**config.mk**
```make
export PLATFORM = sky130hd
export DESIGN_NAME = global_config_status_regs
export DESIGN_NICKNAME = d
export VERILOG_FILES = /design/src/logic/gcs_pkg.sv /design/src/logic/global_config_status_regs.sv /design/src/logic/status_flag.sv
export SDC_FILE = /design/constraint.sdc
export NUM_CORES = 1
export LEC_CHECK = 0
export BUFFER_PORTS_ARGS = -buffer_cell sky130_fd_sc_hd__buf_4
export CAP_MARGIN = 20
export CORE_ASPECT_RATIO = 0.5
export CORE_MARGIN = 4
export CORE_UTILIZATION = 35
export DETAILED_ROUTE_END_ITERATION = 10
export PLACE_DENSITY = 0.55
export SLEW_MARGIN = 10
export SYNTH_ARGS = -nofsm -noshare
export SYNTH_HDL_FRONTEND = slang
export SYNTH_SLANG_ARGS = --single-unit
```
**constraint.sdc**
```tcl
create_clock -name I_CLK -period 3.7 [get_ports I_CLK]
set_input_delay 0.555 -clock I_CLK [delete_from_list [all_inputs] [get_ports I_CLK]]
set_output_delay 0.555 -clock I_CLK [all_outputs]
set_load 0.01 [all_outputs]
```
**src/logic/gcs_pkg.sv**
```systemverilog
// package: register map, field layout and types of the global config/status bank
package gcs_pkg;
   localparam int ADDR_W = 7;
   localparam int DATA_W = 32;
   localparam logic [7:0] WRITE_FLAG = 8'h80;
   localparam logic [6:0] ADDR_GLOBAL_CONFIGURATION_FLAGS = 7'h00;
   localparam logic [6:0] ADDR_GLOBAL_STATUS_FLAGS = 7'h01;
   localparam logic [6:0] ADDR_INPUT_PIN_READBACK = 7'h04;
   localparam logic [6:0] ADDR_COIL_OVERRIDE_VALUE = 7'h2D;
   localparam int GLOBAL_CONFIGURATION_FLAGS_W = 18;
   localparam int BIT_SMALL_HYST = 14;
   localparam int BIT_STOP_ENABLE = 15;
   localparam int BIT_DIRECT_MODE = 16;
   localparam int BIT_TEST_MODE = 17;
   localparam logic [GLOBAL_CONFIGURATION_FLAGS_W-1:0] GLOBAL_CONFIGURATION_FLAGS_RESET = 18'h0_0000;
   localparam int STAT_W = 3;
   localparam int STAT_RESET_BIT = 0;
   localparam int STAT_DRV_ERR_BIT = 1;
   localparam int STAT_PUMP_LOW_BIT = 2;
   localparam int COIL_W = 9;
   localparam int COIL_A_LSB = 0;
   localparam int COIL_B_LSB = 16;
   localparam logic [DATA_W-1:0] COIL_RESET = 32'h0000_0000;
   localparam int HYST_SHIFT_NORMAL = 4;
   localparam int HYST_SHIFT_SMALL = 5;
   localparam int LEVEL_W = 5;
   localparam int LEVEL_SCALE_SHIFT = 5;
   localparam int PIN_STEP = 0;
   localparam int PIN_DIR = 1;
   localparam int PIN_CFG_A = 2;
   localparam int PIN_CFG_B = 3;
   localparam int PIN_POWER_STAGE_ENABLE_LOW = 4;
   localparam int PIN_CFG_C = 5;
   localparam int PIN_ONE = 6;
   localparam int VERSION_LSB = 24;
   localparam logic [7:0] VERSION_DEFAULT = 8'h01; // arbitrary neutral value

   typedef struct packed {
      logic test_mode;
      logic direct_mode;
      logic stop_enable;
      logic small_hysteresis;
   } upper_cfg_t;

   typedef struct packed {
      logic valid;
      logic [7:0] addr;
      logic [DATA_W-1:0] wdata;
   } access_t;

   typedef struct packed {
      logic step;
      logic dir;
      logic cfg_a;
      logic cfg_b;
      logic enable_low;
      logic cfg_c;
   } pins_t;
endpackage

```
**src/logic/global_config_status_regs.sv**
```systemverilog
// global configuration, status and input readback registers of the driver
// Summary of operation
// - Frequency comparison hysteresis is period/16 with small_hysteresis 0 and period/32 with 1.
// - With stop_enable set and the halt request pin high the sequencer halts, no steps run.
// - In direct mode coil currents come from the coil override register, A low field, B upper.
// - In direct mode currents scale by the standstill level and automatic regulation is off.
// - With test_mode set an analog test signal goes to the dc output pin, chosen by level 1:0.
// - Writing one to a status bit clears it, writing zero leaves it alone.
// - Status bit 0 is set after every chip reset with all registers at their reset values.
// - Status bit 1 sets on power stage shutdown and clears only once temperature is below limit.
// - Status bit 2 latches charge pump undervoltage and the driver stays off while it lasts.
// - The input register returns live pin states with a constant one in bit 6 and bit 7 unused.
// - The input register carries a read-only version field in bits 31 to 24.
// - Every register is zero after power-up reset unless stated otherwise.
`timescale 1ns/1ps
module global_config_status_regs
   import gcs_pkg::*;
#(
   parameter int PERIOD_W = 20,
   parameter logic [7:0] VERSION = VERSION_DEFAULT
) (
   input wire logic I_CLK,
   input wire logic I_ARST_N,
   input wire access_t i_acc,
   output logic [DATA_W-1:0] o_rdata,
   output logic o_rvalid,
   input wire pins_t i_pins,
   input wire logic i_halt_request_pin,
   input wire logic i_drv_shutdown,
   input wire logic i_over_temp,
   input wire logic i_pump_low_voltage_flag,
   input wire logic [LEVEL_W-1:0] i_standstill_current_level,
   input wire logic [PERIOD_W-1:0] i_step_period,
   output logic [PERIOD_W-1:0] o_hyst_amount,
   output logic o_seq_halt,
   output logic o_direct_mode,
   output logic o_auto_regulation_en,
   output logic signed [COIL_W-1:0] o_coil_a_current,
   output logic signed [COIL_W-1:0] o_coil_b_current,
   output logic o_dc_test_en,
   output logic [1:0] o_dc_test_sel,
   output logic o_driver_disable,
   output logic [GLOBAL_CONFIGURATION_FLAGS_W-1:0] o_config
);
   logic [GLOBAL_CONFIGURATION_FLAGS_W-1:0] global_configuration_flags_reg;
   logic [GLOBAL_CONFIGURATION_FLAGS_W-1:0] global_configuration_flags_next;
   logic [DATA_W-1:0] coil_reg;
   logic [DATA_W-1:0] coil_next;
   logic [DATA_W-1:0] rdata_reg;
   logic [DATA_W-1:0] rdata_next;
   logic rvalid_reg;
   logic rvalid_next;
   logic [PERIOD_W-1:0] hyst_reg;
   logic [PERIOD_W-1:0] hyst_next;
   logic signed [COIL_W-1:0] coil_a_reg;
   logic signed [COIL_W-1:0] coil_a_next;
   logic signed [COIL_W-1:0] coil_b_reg;
   logic signed [COIL_W-1:0] coil_b_next;
   logic [STAT_W-1:0] stat_set;
   logic [STAT_W-1:0] stat_clear;
   logic [STAT_W-1:0] stat_allowed;
   logic [STAT_W-1:0] stat_flags;
   logic is_write;
   logic [ADDR_W-1:0] acc_addr;
   upper_cfg_t ucfg;

   // address decode reused by read and write paths
   function automatic logic hit(input logic [ADDR_W-1:0] a, input logic [ADDR_W-1:0] r);
      hit = (a == r);
   endfunction

   function automatic logic signed [COIL_W-1:0] scale(input logic signed [COIL_W-1:0] c,
                                                      input logic [LEVEL_W-1:0] lvl);
      logic signed [COIL_W+LEVEL_W+1:0] prod;
      logic [LEVEL_W+1:0] factor;
      // widen before adding one so the top level does not wrap to zero
      factor = {2'b00, lvl} + (LEVEL_W+2)'(1);
      prod = c * $signed(factor);
      scale = prod[COIL_W+LEVEL_SCALE_SHIFT-1:LEVEL_SCALE_SHIFT];
   endfunction

   assign is_write = i_acc.valid && ((i_acc.addr & WRITE_FLAG) != 8'h00);
   assign acc_addr = i_acc.addr[ADDR_W-1:0];
   assign ucfg = '{test_mode: global_configuration_flags_reg[BIT_TEST_MODE],
                   direct_mode: global_configuration_flags_reg[BIT_DIRECT_MODE],
                   stop_enable: global_configuration_flags_reg[BIT_STOP_ENABLE],
                   small_hysteresis: global_configuration_flags_reg[BIT_SMALL_HYST]};

   always_comb begin
      global_configuration_flags_next = global_configuration_flags_reg;
      coil_next = coil_reg;
      if (is_write && hit(acc_addr, ADDR_GLOBAL_CONFIGURATION_FLAGS)) begin
         global_configuration_flags_next = i_acc.wdata[GLOBAL_CONFIGURATION_FLAGS_W-1:0];
      end else if (is_write && hit(acc_addr, ADDR_COIL_OVERRIDE_VALUE)) begin
         coil_next = i_acc.wdata;
      end
   end

   // status flags; write to 0x01 clears the ones set in wdata
   always_comb begin
      stat_clear = '0;
      if (is_write && hit(acc_addr, ADDR_GLOBAL_STATUS_FLAGS)) begin
         stat_clear = i_acc.wdata[STAT_W-1:0];
      end
      stat_set = '0;
      stat_set[STAT_DRV_ERR_BIT] = i_drv_shutdown;
      stat_set[STAT_PUMP_LOW_BIT] = i_pump_low_voltage_flag;
      stat_allowed = '1;
      stat_allowed[STAT_DRV_ERR_BIT] = !i_over_temp;
   end

   genvar gi;
   generate
      for (gi = 0; gi < STAT_W; gi++) begin : g_flag
         // reset flag comes up set, the others clear
         status_flag #(
            .RESET_VALUE(gi == STAT_RESET_BIT)
         ) u_flag (
            .i_clk(I_CLK),
            .i_arst_n(I_ARST_N),
            .i_set(stat_set[gi]),
            .i_clear(stat_clear[gi]),
            .i_clear_allowed(stat_allowed[gi]),
            .o_flag(stat_flags[gi])
         );
      end
   endgenerate

   // registered read answer, one cycle after the request
   always_comb begin
      rvalid_next = i_acc.valid && !is_write;
      rdata_next = rdata_reg;
      if (rvalid_next) begin
         rdata_next = '0;
         if (hit(acc_addr, ADDR_GLOBAL_CONFIGURATION_FLAGS)) begin
            rdata_next[GLOBAL_CONFIGURATION_FLAGS_W-1:0] = global_configuration_flags_reg;
         end else if (hit(acc_addr, ADDR_GLOBAL_STATUS_FLAGS)) begin
            rdata_next[STAT_W-1:0] = stat_flags;
         end else if (hit(acc_addr, ADDR_INPUT_PIN_READBACK)) begin
            rdata_next[PIN_STEP] = i_pins.step;
            rdata_next[PIN_DIR] = i_pins.dir;
            rdata_next[PIN_CFG_A] = i_pins.cfg_a;
            rdata_next[PIN_CFG_B] = i_pins.cfg_b;
            rdata_next[PIN_POWER_STAGE_ENABLE_LOW] = i_pins.enable_low;
            rdata_next[PIN_CFG_C] = i_pins.cfg_c;
            rdata_next[PIN_ONE] = 1'b1;
            rdata_next[VERSION_LSB +: 8] = VERSION;
         end else if (hit(acc_addr, ADDR_COIL_OVERRIDE_VALUE)) begin
            rdata_next = coil_reg;
         end
      end
   end

   // hysteresis is a shift; 1/16 vs 1/32 needs no divider
   always_comb begin
      if (ucfg.small_hysteresis) begin
         hyst_next = i_step_period >> HYST_SHIFT_SMALL;
      end else begin
         hyst_next = i_step_period >> HYST_SHIFT_NORMAL;
      end
   end

   // coil currents only reach the bridge in direct mode
   always_comb begin
      coil_a_next = '0;
      coil_b_next = '0;
      if (ucfg.direct_mode) begin
         coil_a_next = scale(coil_reg[COIL_A_LSB +: COIL_W],
                             i_standstill_current_level);
         coil_b_next = scale(coil_reg[COIL_B_LSB +: COIL_W],
                             i_standstill_current_level);
      end
   end

   always_ff @(posedge I_CLK or negedge I_ARST_N) begin
      if (!I_ARST_N) begin
         global_configuration_flags_reg <= GLOBAL_CONFIGURATION_FLAGS_RESET;
         coil_reg <= COIL_RESET;
         rdata_reg <= '0;
         rvalid_reg <= 1'b0;
         hyst_reg <= '0;
         coil_a_reg <= '0;
         coil_b_reg <= '0;
      end else begin
         global_configuration_flags_reg <= global_configuration_flags_next;
         coil_reg <= coil_next;
         rdata_reg <= rdata_next;
         rvalid_reg <= rvalid_next;
         hyst_reg <= hyst_next;
         coil_a_reg <= coil_a_next;
         coil_b_reg <= coil_b_next;
      end
   end

   assign o_rdata = rdata_reg;
   assign o_rvalid = rvalid_reg;
   assign o_hyst_amount = hyst_reg;
   assign o_coil_a_current = coil_a_reg;
   assign o_coil_b_current = coil_b_reg;
   assign o_config = global_configuration_flags_reg;
   // halt is combinational so a stop takes effect on the very next step edge
   assign o_seq_halt = ucfg.stop_enable && i_halt_request_pin;
   assign o_direct_mode = ucfg.direct_mode;
   assign o_auto_regulation_en = !ucfg.direct_mode;
   assign o_dc_test_en = ucfg.test_mode;
   assign o_dc_test_sel = i_standstill_current_level[1:0];
   // live undervoltage keeps the driver off; the latched bit is only for software
   assign o_driver_disable = i_pump_low_voltage_flag || stat_flags[STAT_DRV_ERR_BIT];
endmodule

```
**src/logic/status_flag.sv**
```systemverilog
// one sticky status flag, set by hardware, cleared by writing one
`timescale 1ns/1ps
module status_flag
   import gcs_pkg::*;
#(
   parameter logic RESET_VALUE = 1'b0
) (
   input wire logic i_clk,
   input wire logic i_arst_n,
   input wire logic i_set,
   input wire logic i_clear,
   input wire logic i_clear_allowed,
   output logic o_flag
);
   logic flag_reg;
   logic flag_next;

   always_comb begin
      flag_next = flag_reg;
      if (i_clear && i_clear_allowed) begin
         flag_next = 1'b0;
      end
      // set wins so an event in the clearing cycle is never lost
      if (i_set) begin
         flag_next = 1'b1;
      end
   end

   always_ff @(posedge i_clk or negedge i_arst_n) begin
      if (!i_arst_n) begin
         flag_reg <= RESET_VALUE;
      end else begin
         flag_reg <= flag_next;
      end
   end

   assign o_flag = flag_reg;
endmodule

```
# Yosys cells after proc, flatten, opt, wreduce, memory -nomap -nowiden
# Cells that the tools add are included.
# word_totals
output_inout_bits	96
regBits	124
wordCells	48
# classes
n_addsub	1
n_reduce_logical	15
bitwise	1
n_eq_ne	3
mul	2
mux	16
# op_table
cell	count
$mux W32	1
$mux W29	1
$mul A9 B7 Y14	2
$mux W18	1
$mux W9	2
$mux W17	1
$mux W16	1
$mux W14	1
$mux W8	1
$eq A7 B1 Y1 const B	1
$eq A7 B3 Y1 const B	1
$eq A7 B6 Y1 const B	1
$logic_and A1 B1 Y1	7
$logic_not A7 Y1	1
$mux W7	1
$add A5 B1 Y6 const B	1
$mux W3	2
$mux W1	4
$reduce_bool A2 Y1	2
$logic_not A1 Y1	3
$reduce_and A2 Y1	1
$logic_or A1 B1 Y1	1
$not A1 Y1	1

# Logic depth before layout (Yosys ltp)
# Gate-level depths: netlist (run 1).
# logic_depth
ltp_word	6
ltp_mapped	20
ltp_nobuf	19

# Cells and area by module
# Synthesis (run 1) repeated with hierarchy kept, for this count alone.
# unflattened
cells_unflattened	784
hier_area_um2	8429.3
# modules_own_cells
mod	cells_per_inst	instances	area_each_um2
global_config_status_regs	775	1	8319.2
status_flag (g_flag[1].u_flag ...)	3	2	36.3
status_flag (g_flag[0].u_flag)	3	1	37.5

# Least setup slack after synthesis (run 1)
# OpenSTA, ideal clock, no wires.
# synth_path
path_kind	input to register
startpoint	input port i_standstill_current_level[0]
endpoint	register coil_b_reg[7], in the netlist o_coil_b_current[7]
setup_time_ps	136
stages	19
required_time_ps	3564
setup_slack_ps	-1364
arrival_ps	4928
cell_sequence	clkbuf_1 > nand3_1 > xnor2_1 > clkbuf_1 > nand2_1 > fa_1 > fa_1 > inv_1 > fa_1 > inv_1 > fa_1 > inv_1 > ha_1 > nor3_1 > nor2_1 > a211oi_1 > o21ai_0 > xnor2_1 > nor2_1
# synth_via
elab_chain_cells	3
# synth_rtl
element	line	source
start: declaration	global_config_status_regs.sv:32	input wire logic [LEVEL_W-1:0] i_standstill_current_level,
$add A5 B1 Y6	global_config_status_regs.sv:77	factor = {2'b00, lvl} + (LEVEL_W+2)'(1);
$mul A9 B7 Y14	global_config_status_regs.sv:78	prod = c * $signed(factor);
$mux W9	global_config_status_regs.sv:167	if (ucfg.direct_mode) begin
net coil_b_next[7]	global_config_status_regs.sv:58	logic signed [COIL_W-1:0] coil_b_next;
end signal: assignment	global_config_status_regs.sv:191	coil_b_reg <= coil_b_next;
end: declaration	global_config_status_regs.sv:57	logic signed [COIL_W-1:0] coil_b_reg;
# The timed path passes the listed nets, and every way through them passes these cells.
# A chain may end at the register's enable or synchronous reset.

# Worst setup path after layout (run 1)
# layout_path
startpoint	input port i_standstill_current_level[0]
endpoint	register coil_a_reg[6], in the netlist o_coil_a_current[6]
# layout_via
elab_chain_cells	3
# layout_rtl
element	line	source
$add A5 B1 Y6	global_config_status_regs.sv:77	
$mul A9 B7 Y14	global_config_status_regs.sv:78	
$mux W9	global_config_status_regs.sv:167	
net coil_a_next[6]	global_config_status_regs.sv:56	logic signed [COIL_W-1:0] coil_a_next;
end signal: assignment	global_config_status_regs.sv:190	coil_a_reg <= coil_a_next;
end: declaration	global_config_status_regs.sv:55	logic signed [COIL_W-1:0] coil_a_reg;
# The timed path passes the listed nets, and every way through them passes these cells.

==> impl_metrics.tcl, run 1 <==
set metrics [dict create \
    outcome "complete, but fails checks" \
    violations "negative setup slack" \
    max_slew_margin_pct 40.57 \
    yosysWarnings 0 \
    required_ps 4010 \
    cp-start-kind "input pin" \
    synthCells 777 \
    cts.sink_count 120 \
    dp_cells 1320 \
    mostFrequentLayoutCells "buf_4, dfrtp_1, inv_1, fa_1, nand2_1" \
    diodes 0 \
    final_common_cell "buf_4" \
    holdWs_ps 141.8 \
    yosysTopAreaCell "dfrtp_1" \
    ir_drop_v 0.0002871 \
    setup_violations 16 \
    fin_ws_ps -531.3 \
    finalNonFillerCells 1362 \
    remaining_drc_errors 0 \
    grt_max_degree 53 \
    seq_area_frac_synth_pct 36.19 \
    nNetsFinal 1237 \
    grt_overflow 0 \
    rsz0062_at_grt "yes" \
    clock_latency_ps 420 \
    post-route-util_pct 51.01 \
    maxCapViolations 0 \
    clock_path_buffers 2 \
    ant_nets 0 \
    place_congestion 0.8085 \
    drt_iter0_drc 232 \
    hp-class "in -> async" \
    p_total_w 0.003796 \
    vias_per_cell 4.634 \
    yosys.area_share.simple_pct 14.26 \
    ys_types 48 \
    synth_xor_area_share_pct 3.482 \
    initial_core_util_pct 35.97 \
    post-dp-hpwl_um 17620 \
    worstPathMaxFanout 6 \
    nFillCells 2126 \
    core_sq_um 23080 \
    vias 6311 \
    port_buffers 165 \
    die_y_um 116.9 \
    h-tree-depth 4 \
    grt_usage_pct 17.77 \
    cts.clk_slew.worst_paths_ps 60 \
    drv_slew 0 \
    yosys.area_share.adder_pct 23.60 \
    root_buffer "clkbuf_16" \
    synth_top_family_by_area "adder cells" \
    skew_ps 9.797 \
    ys_ff_latch 120 \
    grt_pass1_wl_um 36490 \
    wl_per_cell_um 16.68 \
    hold_viol_final 0 \
    rows 39 \
    min_period_over_period_pct 114.4 \
    path_class "in -> reg" \
    antenna_found_initial 0 \
    fmax_ghz 0.2363 \
    dieArea_sq_um 26400 \
    synth_area_sq_um 8302 \
    dp_slack_ps -1134 \
    avgSynthCellArea_sq_um 10.68 \
    holdBufCountCts 0 \
    synthTopCellsByArea "dfrtp_1, fa_1, ha_1" \
    cts_tree "built" \
    dieWidth_um 225.8 \
    cts_buffers 17 \
    asyncSetResetFlopFracSynth_pct 100.0 \
    grt_pass1_vias 6747 \
    arrival_ps 4540 \
    period_needed_ps 4231 \
    drt-pass1-iter-count 4 \
    drive_above_1_share_pct 42.84 \
    p_per_area_nw_per_um2 322.4 \
    worst_pin_slew_ps 891.4 \
    pin_count 174 \
    p_leak_nw 5.914 \
    end_kind "register" \
    areaGrowthSynthToFinish_pct 41.82 \
    synth-edff-count 0 \
    synth_top_area_share_pct 35.87 \
    synth-main-ff-cell "dfrtp_1" \
    synthMuxAreaShare_pct 9.043 \
    routed_wl_um 22720 \
    synth_compound_gate_area_share_pct 6.797 \
]
-- power by group --
part | leakage, nW | internal (W) | switching [W]
Combinational | 4.04 | 0.000406 | 0.000364
Clock | 0.267 | 0.000945 | 0.000657
Sequential | 1.60 | 0.00138 | 0.0000457
-- path summary, 6_finish.rpt --
check / from / endpoint / slack, ps / cells past startpoint
setup / recovery: i_standstill_current_level[0] / o_coil_a_current[6] / -530 / 20
hold / removal: I_ARST_N / g_flag[1].u_flag.o_flag / 140 / 1
setup reg to reg: coil_reg[8] / o_coil_a_current[8] / -350 / 14
hold reg to reg: o_rdata[18] / o_rdata[18] / 470 / 2
max in group asynchronous: I_ARST_N / o_coil_a_current[8] / 2680 / 2
min in group I_CLK: i_drv_shutdown / g_flag[1].u_flag.o_flag / 310 / 2
-- critical path: stages --
cell and delay (ps):
buf_12 110, ha_4 200, xor2_4 220, buf_6 150, buf_4 130, and2_1 160
fa_1 490, ha_1 140, inv_1 50, fa_1 450, fa_1 500, inv_2 50
ha_4 270, nand4b_1 140, o2111ai_4 300, a211oi_2 110, buf_4 160, o21bai_1 160
xnor2_1 130, nor2_1 50
-- final cells by class --
cell class / instances / area (sq um) / area share (%)
clock inverters: 13 / 118.9 / 1.010
well taps: 307 / 384.1 / 3.262
repair buffers: 279 / 2191 / 18.61
multi-input cells: 530 / 5280 / 44.85
clock buffers: 19 / 442.9 / 3.762
inverters: 94 / 352.8 / 2.997
flip-flops and latches: 120 / 3004 / 25.52
-- metrics by stage --
stage                     setup TNS, ps  instance area (sq um)
after floorplan                   -8597                   8640
after global placement           -15820                  10850
after detailed placement         -17140                  10850
after CTS                         -6528                  11560
after global routing              -8776                  11770
final                             -6549                  11770
-- synthesized netlist by cell type (5+ instances only) --
cell type and number:
dfrtp_1 119, inv_1 93, fa_1 66, and2_1 61, nand2_1 61, mux2_2 56
ha_1 51, xnor2_1 29, nor2b_1 25, o21ai_0 25, nor2_1 24, clkbuf_1 20
nand3_1 19, a21oi_1 15, a22oi_1 11, nand2b_1 10, a211oi_1 9, buf_4 9
mux2_1 8, o21bai_1 6, a21o_1 5, buf_2 5
-- repair_timing --
action / CTS / global route
setup buffers: 6 / 4
pin swaps: 20 / 31
resized for setup: 23 / 42
cloned: 1 / 0
endpoints found under the setup margin: 17 / 16
-- routing by layer --
metal | GRT usage, % | vias to the layer above | wire, um
met5 | 0 | - | 0
met4 | 5.096 | 0 | 278
met3 | 4.186 | 23 | 1035
met2 | 29.64 | 92 | 11030
met1 | 23.48 | 3145 | 10370
li1 | - | 3051 | -
-- logic make-up after synthesis --
group                    after synthesis
other                                  1
adder cells (fa/ha/maj)              117
XOR/XNOR                              33
flip-flops                           120
multiplexers                          67
AO/OA/AOI/OAI                         87
buffers and inverters                131
AND/OR/NAND/NOR                      221
Note: power is estimated with default switching activity, not from simulation.
==> run 2, diff against run 1 <==
- GPL_ROUTABILITY_DRIVEN: default -> 0
- SYNTH_HIERARCHICAL: default -> 1
==> impl_metrics.tcl, run 2 <==
set metrics [dict create \
    grt_max_degree 39 \
    r2r_setup_slack_ps -460 \
    areaGrowthSynthToFinish_pct 41.93 \
    seq_power_share_pct 37.3 \
    drt-pass1-iter-count 5 \
    remaining_drc_errors 0 \
    max_stage_delay_ps 490 \
    maxCapViolations 0 \
    worst_pin_slew_ps 840.1 \
    seq_area_frac_synth_pct 35.64 \
    wl_per_cell_um 17.20 \
    post-dp-hpwl_um 18190 \
    switching_share_pct 27.34 \
    vias_per_cell 4.660 \
    synthTopCellsByArea "dfrtp_1, fa_1, ha_1" \
    setup_tns_ps -8179 \
    h-tree-depth 4 \
    outcome "complete, but fails checks" \
    clock_latency_ps 430 \
    grt_pass1_wl_um 38210 \
    mostFrequentLayoutCells "buf_4, dfrtp_1, inv_1, fa_1" \
    dp_slack_ps -1164 \
    synth_area_sq_um 8429 \
    path_class "in -> reg" \
    cp-startpoint "i_standstill_current_level[0]" \
    synth-edff-count 0 \
    synth_common_cells "dfrtp_1, inv_1, fa_1" \
    end_kind "register" \
    synthCells 784 \
    grt_usage_pct 18.34 \
    final_common_cell "buf_4" \
    violations "negative setup slack" \
    worstReg2RegEnd "o_coil_a_current[7]" \
    crit_buf_inv 8 \
    nNetsFinal 1254 \
    die_y_um 117.7 \
    fmax_ghz 0.2266 \
    clock_path_buffers 2 \
    core_sq_um 23230 \
    pin_count 174 \
    p_leak_nw 6.074 \
    p_switching_w 0.001060 \
    p_int_w 0.002817 \
    dpl-instance-area_sq_um 10890 \
    arrival_ps 4760 \
    dieWidth_um 227.5 \
    p_per_area_nw_per_um2 324.0 \
    holdBufCountCts 0 \
    cts.sink_count 120 \
    combPwrFrac_pct 21.1 \
    max_slew_margin_pct 43.94 \
    antenna_found_initial 1 \
    r2r-start "coil_reg[6]" \
    synth-main-ff-cell "dfrtp_1" \
    design_area_sq_um 11960 \
    cts.clk_slew.worst_paths_ps 60 \
    hold_viol_final 0 \
    initial_core_util_pct 36.29 \
    port_buffers 165 \
    required_ps 4050 \
    ys_ff_latch 120 \
    grt_pass1_vias 6961 \
    grt_overflow 0 \
    reg2regPathDepth 13 \
    fin_ws_ps -712.6 \
    synth_top_area_share_pct 35.33 \
    p_total_w 0.003877 \
    dieArea_sq_um 26780 \
    ys_types 64 \
    min_period_over_period_pct 119.3 \
    holdWs_ps 74.75 \
    routed_wl_um 23760 \
    yosysWarnings 6 \
    cpMaxStageDelayCell "fa_1" \
    cts_buffers 17 \
    drive_above_1_share_pct 43.56 \
    yosysMostFrequentCell "dfrtp_1" \
    rsz0062_at_grt "yes" \
    cp-start-kind "input pin" \
    rows 39 \
    cts_tree "built" \
    path_delay_family "adder cells" \
    vias 6435 \
    asyncSetResetFlopFracSynth_pct 100.0 \
    p_clk_share_pct 41.6 \
    avgSynthCellArea_sq_um 10.75 \
    period_needed_ps 4413 \
    ant_nets 0 \
    worstPathMaxFanout 6 \
    drv_slew 0 \
    setup_violations 17 \
    drt_iter0_drc 247 \
    root_buffer "clkbuf_16" \
    yosysTopAreaCell "dfrtp_1" \
    skew_ps 11.85 \
    crit_chain "buf_12, ha_4, buf_12, nand3_4, xor2_4, buf_4, buf_4, nor2b_1, ha_1, inv_1, fa_1, inv_1, fa_1, inv_1, fa_1, inv_2, ha_4, or4_4, nor2_4, nor2_2, o311a_1, nor3_1" \
    ir_drop_v 0.0003041 \
    hp-class "in -> async" \
]
## run 2: cell count changes in the layout (fill, tap and decap cells not counted), moves of 5 or more
| cell | previous run | this run |
|---|---|---|
| xnor2_1 | 24 | 19 |
| nor2_1 | 21 | 38 |
| a22oi_1 | 11 | 0 |
| mux2_1 | 8 | 1 |
| o21ai_0 | 19 | 14 |
| buf_6 | 7 | 12 |
| ha_1 | 33 | 39 |
| mux2_4 | 0 | 8 |
| a221oi_1 | 4 | 12 |
## run 2: worst register-to-register path, stage by stage (launching register included)
cell	delay (ps)
dfrtp_1	470
and2_1	200
fa_1	560
fa_1	430
fa_1	490
inv_1	50
fa_1	470
inv_1	70
ha_4	170
or4_4	540
nor2_4	130
nor2_2	60
o311a_1	290
nor3_1	180
## run 2: how the worst max path moves through the flow
| stage | cells after the start | to | slack [ps] |
|---|---|---|---|
| 5_1_grt | 22 | o_coil_a_current[7] | -850 |
| 3_5_place_dp | 22 | o_coil_b_current[8] | -1160 |
| 3_3_place_gp | 18 | o_coil_b_current[8] | -1080 |
| 4_1_cts | 22 | o_coil_b_current[8] | -630 |
| 6_report | 22 | o_coil_a_current[7] | -710 |
| 2_1_floorplan | 17 | o_coil_a_current[7] | -900 |
## run 2: kinds of logic after synthesis
kind of cell	after synthesis	synth area share [%]
adder cells (fa/ha/maj)	117	23.24
buffers and inverters	132	6.754
other	2	0.08909
multiplexers	64	8.906
XOR/XNOR	27	2.805
AND/OR/NAND/NOR	246	15.85
AO/OA/AOI/OAI	76	6.709
flip-flops	120	35.64
## run 2: power by group through the flow
stage               registers, W  clock network (W)  logic [W]
finish                   0.00145            0.00161   0.000819
global route             0.00146            0.00171   0.000908
CTS                      0.00145            0.00166   0.000802
detailed placement       0.00147                  0   0.000759
global placement         0.00147                  0   0.000749
floorplan                0.00149                  0   0.000355
## run 2: final cells by class
| type | count | area, sq um |
|---|---|---|
| Antenna cell | 2 | 5.005 |
| Clock buffer | 26 | 499.2 |
| Clock inverter | 6 | 67.56 |
| Fill cell | 2097 | 11260 |
| Inverter | 99 | 371.6 |
| Multi-Input combinational cell | 539 | 5388 |
| Sequential cell | 120 | 3004 |
| Tap cell | 307 | 384.1 |
| Timing Repair Buffer | 282 | 2245 |
## run 2: timing repair
item | CTS | global route
pin swaps | 35 | 25
buffers inserted | 12 | 8
resized for setup | 35 | 38
endpoints found under the setup margin | 17 | 17
cloned | 2 | 0
## run 2: per-stage QoR
stage / cells / util, %
2_1_floorplan: 789 / -
3_3_place_gp: 1326 / 46.88
3_5_place_dp: 1326 / 46.88
4_1_cts: 1371 / 50.54
5_1_grt: 1380 / 51.50
6_report: 1381 / 51.51
## run 2: layer usage
layer,GRT usage [%],part of all wire [%],wire length (um)
met1,24.55,46,10950
met2,29.25,47,11240
met3,5.482,5.6,1336
met4,4.569,0.97,231
met5,0,0,0
==> run 3, diff against run 2 <==
- CORE_UTILIZATION: 35 -> 49
- CTS_BUF_LIST: default -> sky130_fd_sc_hd__clkbuf_4 sky130_fd_sc_hd__clkbuf_8 sky130_fd_sc_hd__clkbuf_16
- PLACE_DENSITY: 0.55 -> 0.73
==> impl_metrics.tcl, run 3 (synthesized netlist as in run 2, its figures left out) <==
set metrics [dict create \
    outcome "complete, but fails checks" \
    violations "negative setup slack" \
    seq_power_share_pct 35.8 \
    end_kind "register" \
    antenna_found_initial 0 \
    drive_above_1_share_pct 43.60 \
    areaGrowthSynthToFinish_pct 39.32 \
    p_int_w 0.002912 \
    root_buffer "clkbuf_16" \
    p_per_area_nw_per_um2 343.1 \
    wl_per_cell_um 17.67 \
    crit_chain "buf_12, ha_4, xor2_4, buf_4, and2_4, fa_1, fa_1, fa_1, inv_1, fa_1, inv_1, ha_2, or4_4, nor2_4, nor2_2, o311a_1, nor3_1" \
    path_class "in -> reg" \
    dr.max_layer_used "met4" \
    worst_pin_slew_ps 949.5 \
    grt_pass1_wl_um 36760 \
    cts_buffers 17 \
    cts.sink_count 120 \
    hold_viol_final 0 \
    wl_met2_um 11040 \
    switching_share_pct 27.74 \
    p_switching_w 0.001118 \
    post-dp-hpwl_um 17170 \
    fmax_ghz 0.2269 \
    path_delay_family "adder cells" \
    remaining_drc_errors 0 \
    p_leak_nw 6.059 \
    hp-class "in -> async" \
    wl_met3_um 1765 \
    vias 6607 \
    diodes 0 \
    r2r-start "coil_reg[6]" \
    period_needed_ps 4407 \
    grt_pass1_vias 7111 \
    p_clk_share_pct 44.2 \
    cpMaxStageDelayCell "or4_4" \
    clock_latency_ps 420 \
    nFillCells 1220 \
    finalNonFillerCells 1289 \
    drv_slew 0 \
    max_stage_delay_ps 530 \
    cp-start-kind "input pin" \
    h-tree-depth 4 \
    min_period_over_period_pct 119.1 \
    grt_usage_pct 23.97 \
    dp_slack_ps -1144 \
    rows 33 \
    port_buffers 165 \
    clock_path_buffers 2 \
    routed_wl_um 22770 \
    dieArea_sq_um 19490 \
    pin_count 174 \
    core_sq_um 16600 \
    holdBufCountCts 0 \
    dp_cells 1239 \
    max_slew_margin_pct 36.70 \
    nNetsFinal 1244 \
    initial_core_util_pct 50.78 \
    grt_overflow 0 \
    drt-pass1-iter-count 4 \
    setup_violations 17 \
    combPwrFrac_pct 20.0 \
    worstReg2RegEnd "o_coil_a_current[7]" \
    ant_nets 0 \
    cts.clk_slew.worst_paths_ps 60 \
    dieWidth_um 193.5 \
    crit_buf_inv 4 \
    drt_iter0_drc 270 \
    grt_max_degree 78 \
    met1_length_um 9598 \
    p_total_w 0.004029 \
    rsz0062_at_grt "yes" \
    holdWs_ps 277.4 \
    arrival_ps 4750 \
    post-route-util_pct 70.75 \
    required_ps 4040 \
    die_y_um 100.7 \
    final_common_cell "buf_4" \
    fin_ws_ps -706.6 \
    cts_tree "built" \
    ir_drop_v 0.0003087 \
    r2r_setup_slack_ps -450 \
    path_common_cell "fa_1" \
    mostFrequentLayoutCells "buf_4, dfrtp_1, inv_1, fa_1, mux2_2" \
    vias_per_cell 5.126 \
    worstPathMaxFanout 7 \
    reg2regPathDepth 13 \
    skew_ps 9.566 \
    maxCapViolations 0 \
]
## run 3: cell types whose count changed in the layout (fill, tap and decap cells not counted), moves of 4 or more
cell	before	now
inv_6	0	6
buf_12	6	2
clkbuf_1	5	0
buf_4	263	255
## run 3: through the flow
stage | area, sq um | setup TNS (ps)
3_3_place_gp | 10700 | -15120
2_1_floorplan | 8715 | -8596
5_1_grt | 11740 | -11170
6_report | 11740 | -8960
3_5_place_dp | 10700 | -16340
4_1_cts | 11590 | -8046
## run 3: cell type report
type	count	area (sq um)	area share (%)
Sequential cell	120	3004	25.58
Inverter	99	374.1	3.186
Multi-Input combinational cell	538	5326	45.35
Timing Repair Buffer	273	2138	18.21
Tap cell	227	284.0	2.418
Clock inverter	12	162.7	1.385
Clock buffer	20	454.2	3.867
## run 3: worst max-delay path by stage
stage / startpoint / to / slack, ps / depth (start not counted)
3_3_place_gp: i_standstill_current_level[0] / o_coil_b_current[8] / -1050 / 18
4_1_cts: i_standstill_current_level[1] / o_coil_a_current[7] / -640 / 16
3_5_place_dp: i_standstill_current_level[1] / o_coil_b_current[8] / -1140 / 18
5_1_grt: i_standstill_current_level[0] / o_coil_a_current[7] / -820 / 18
6_report: i_standstill_current_level[1] / o_coil_a_current[7] / -710 / 17
2_1_floorplan: i_standstill_current_level[0] / o_coil_a_current[7] / -900 / 17
## run 3: timing repair
action | CTS | global route
setup endpoints to repair | 17 | 18
setup buffers | 15 | 3
pin swaps | 43 | 32
resized for setup | 41 | 34
gates cloned | 1 | 0
## run 3: power by group through the flow
stage	Sequential [W]	Combinational (W)	Clock (W)
after global routing	0.00145	0.000888	0.00186
final	0.00144	0.000807	0.00178
after CTS	0.00144	0.000785	0.00180
after floorplan	0.00149	0.000355	0
after detailed placement	0.00147	0.000745	0
after global placement	0.00146	0.000725	0
## run 3: routing by layer
layer | global-route usage, % | vias up
met5 | 0 | -
met4 | 6.525 | 0
met3 | 7.579 | 32
met2 | 41.36 | 200
met1 | 29.66 | 3296
li1 | - | 3079
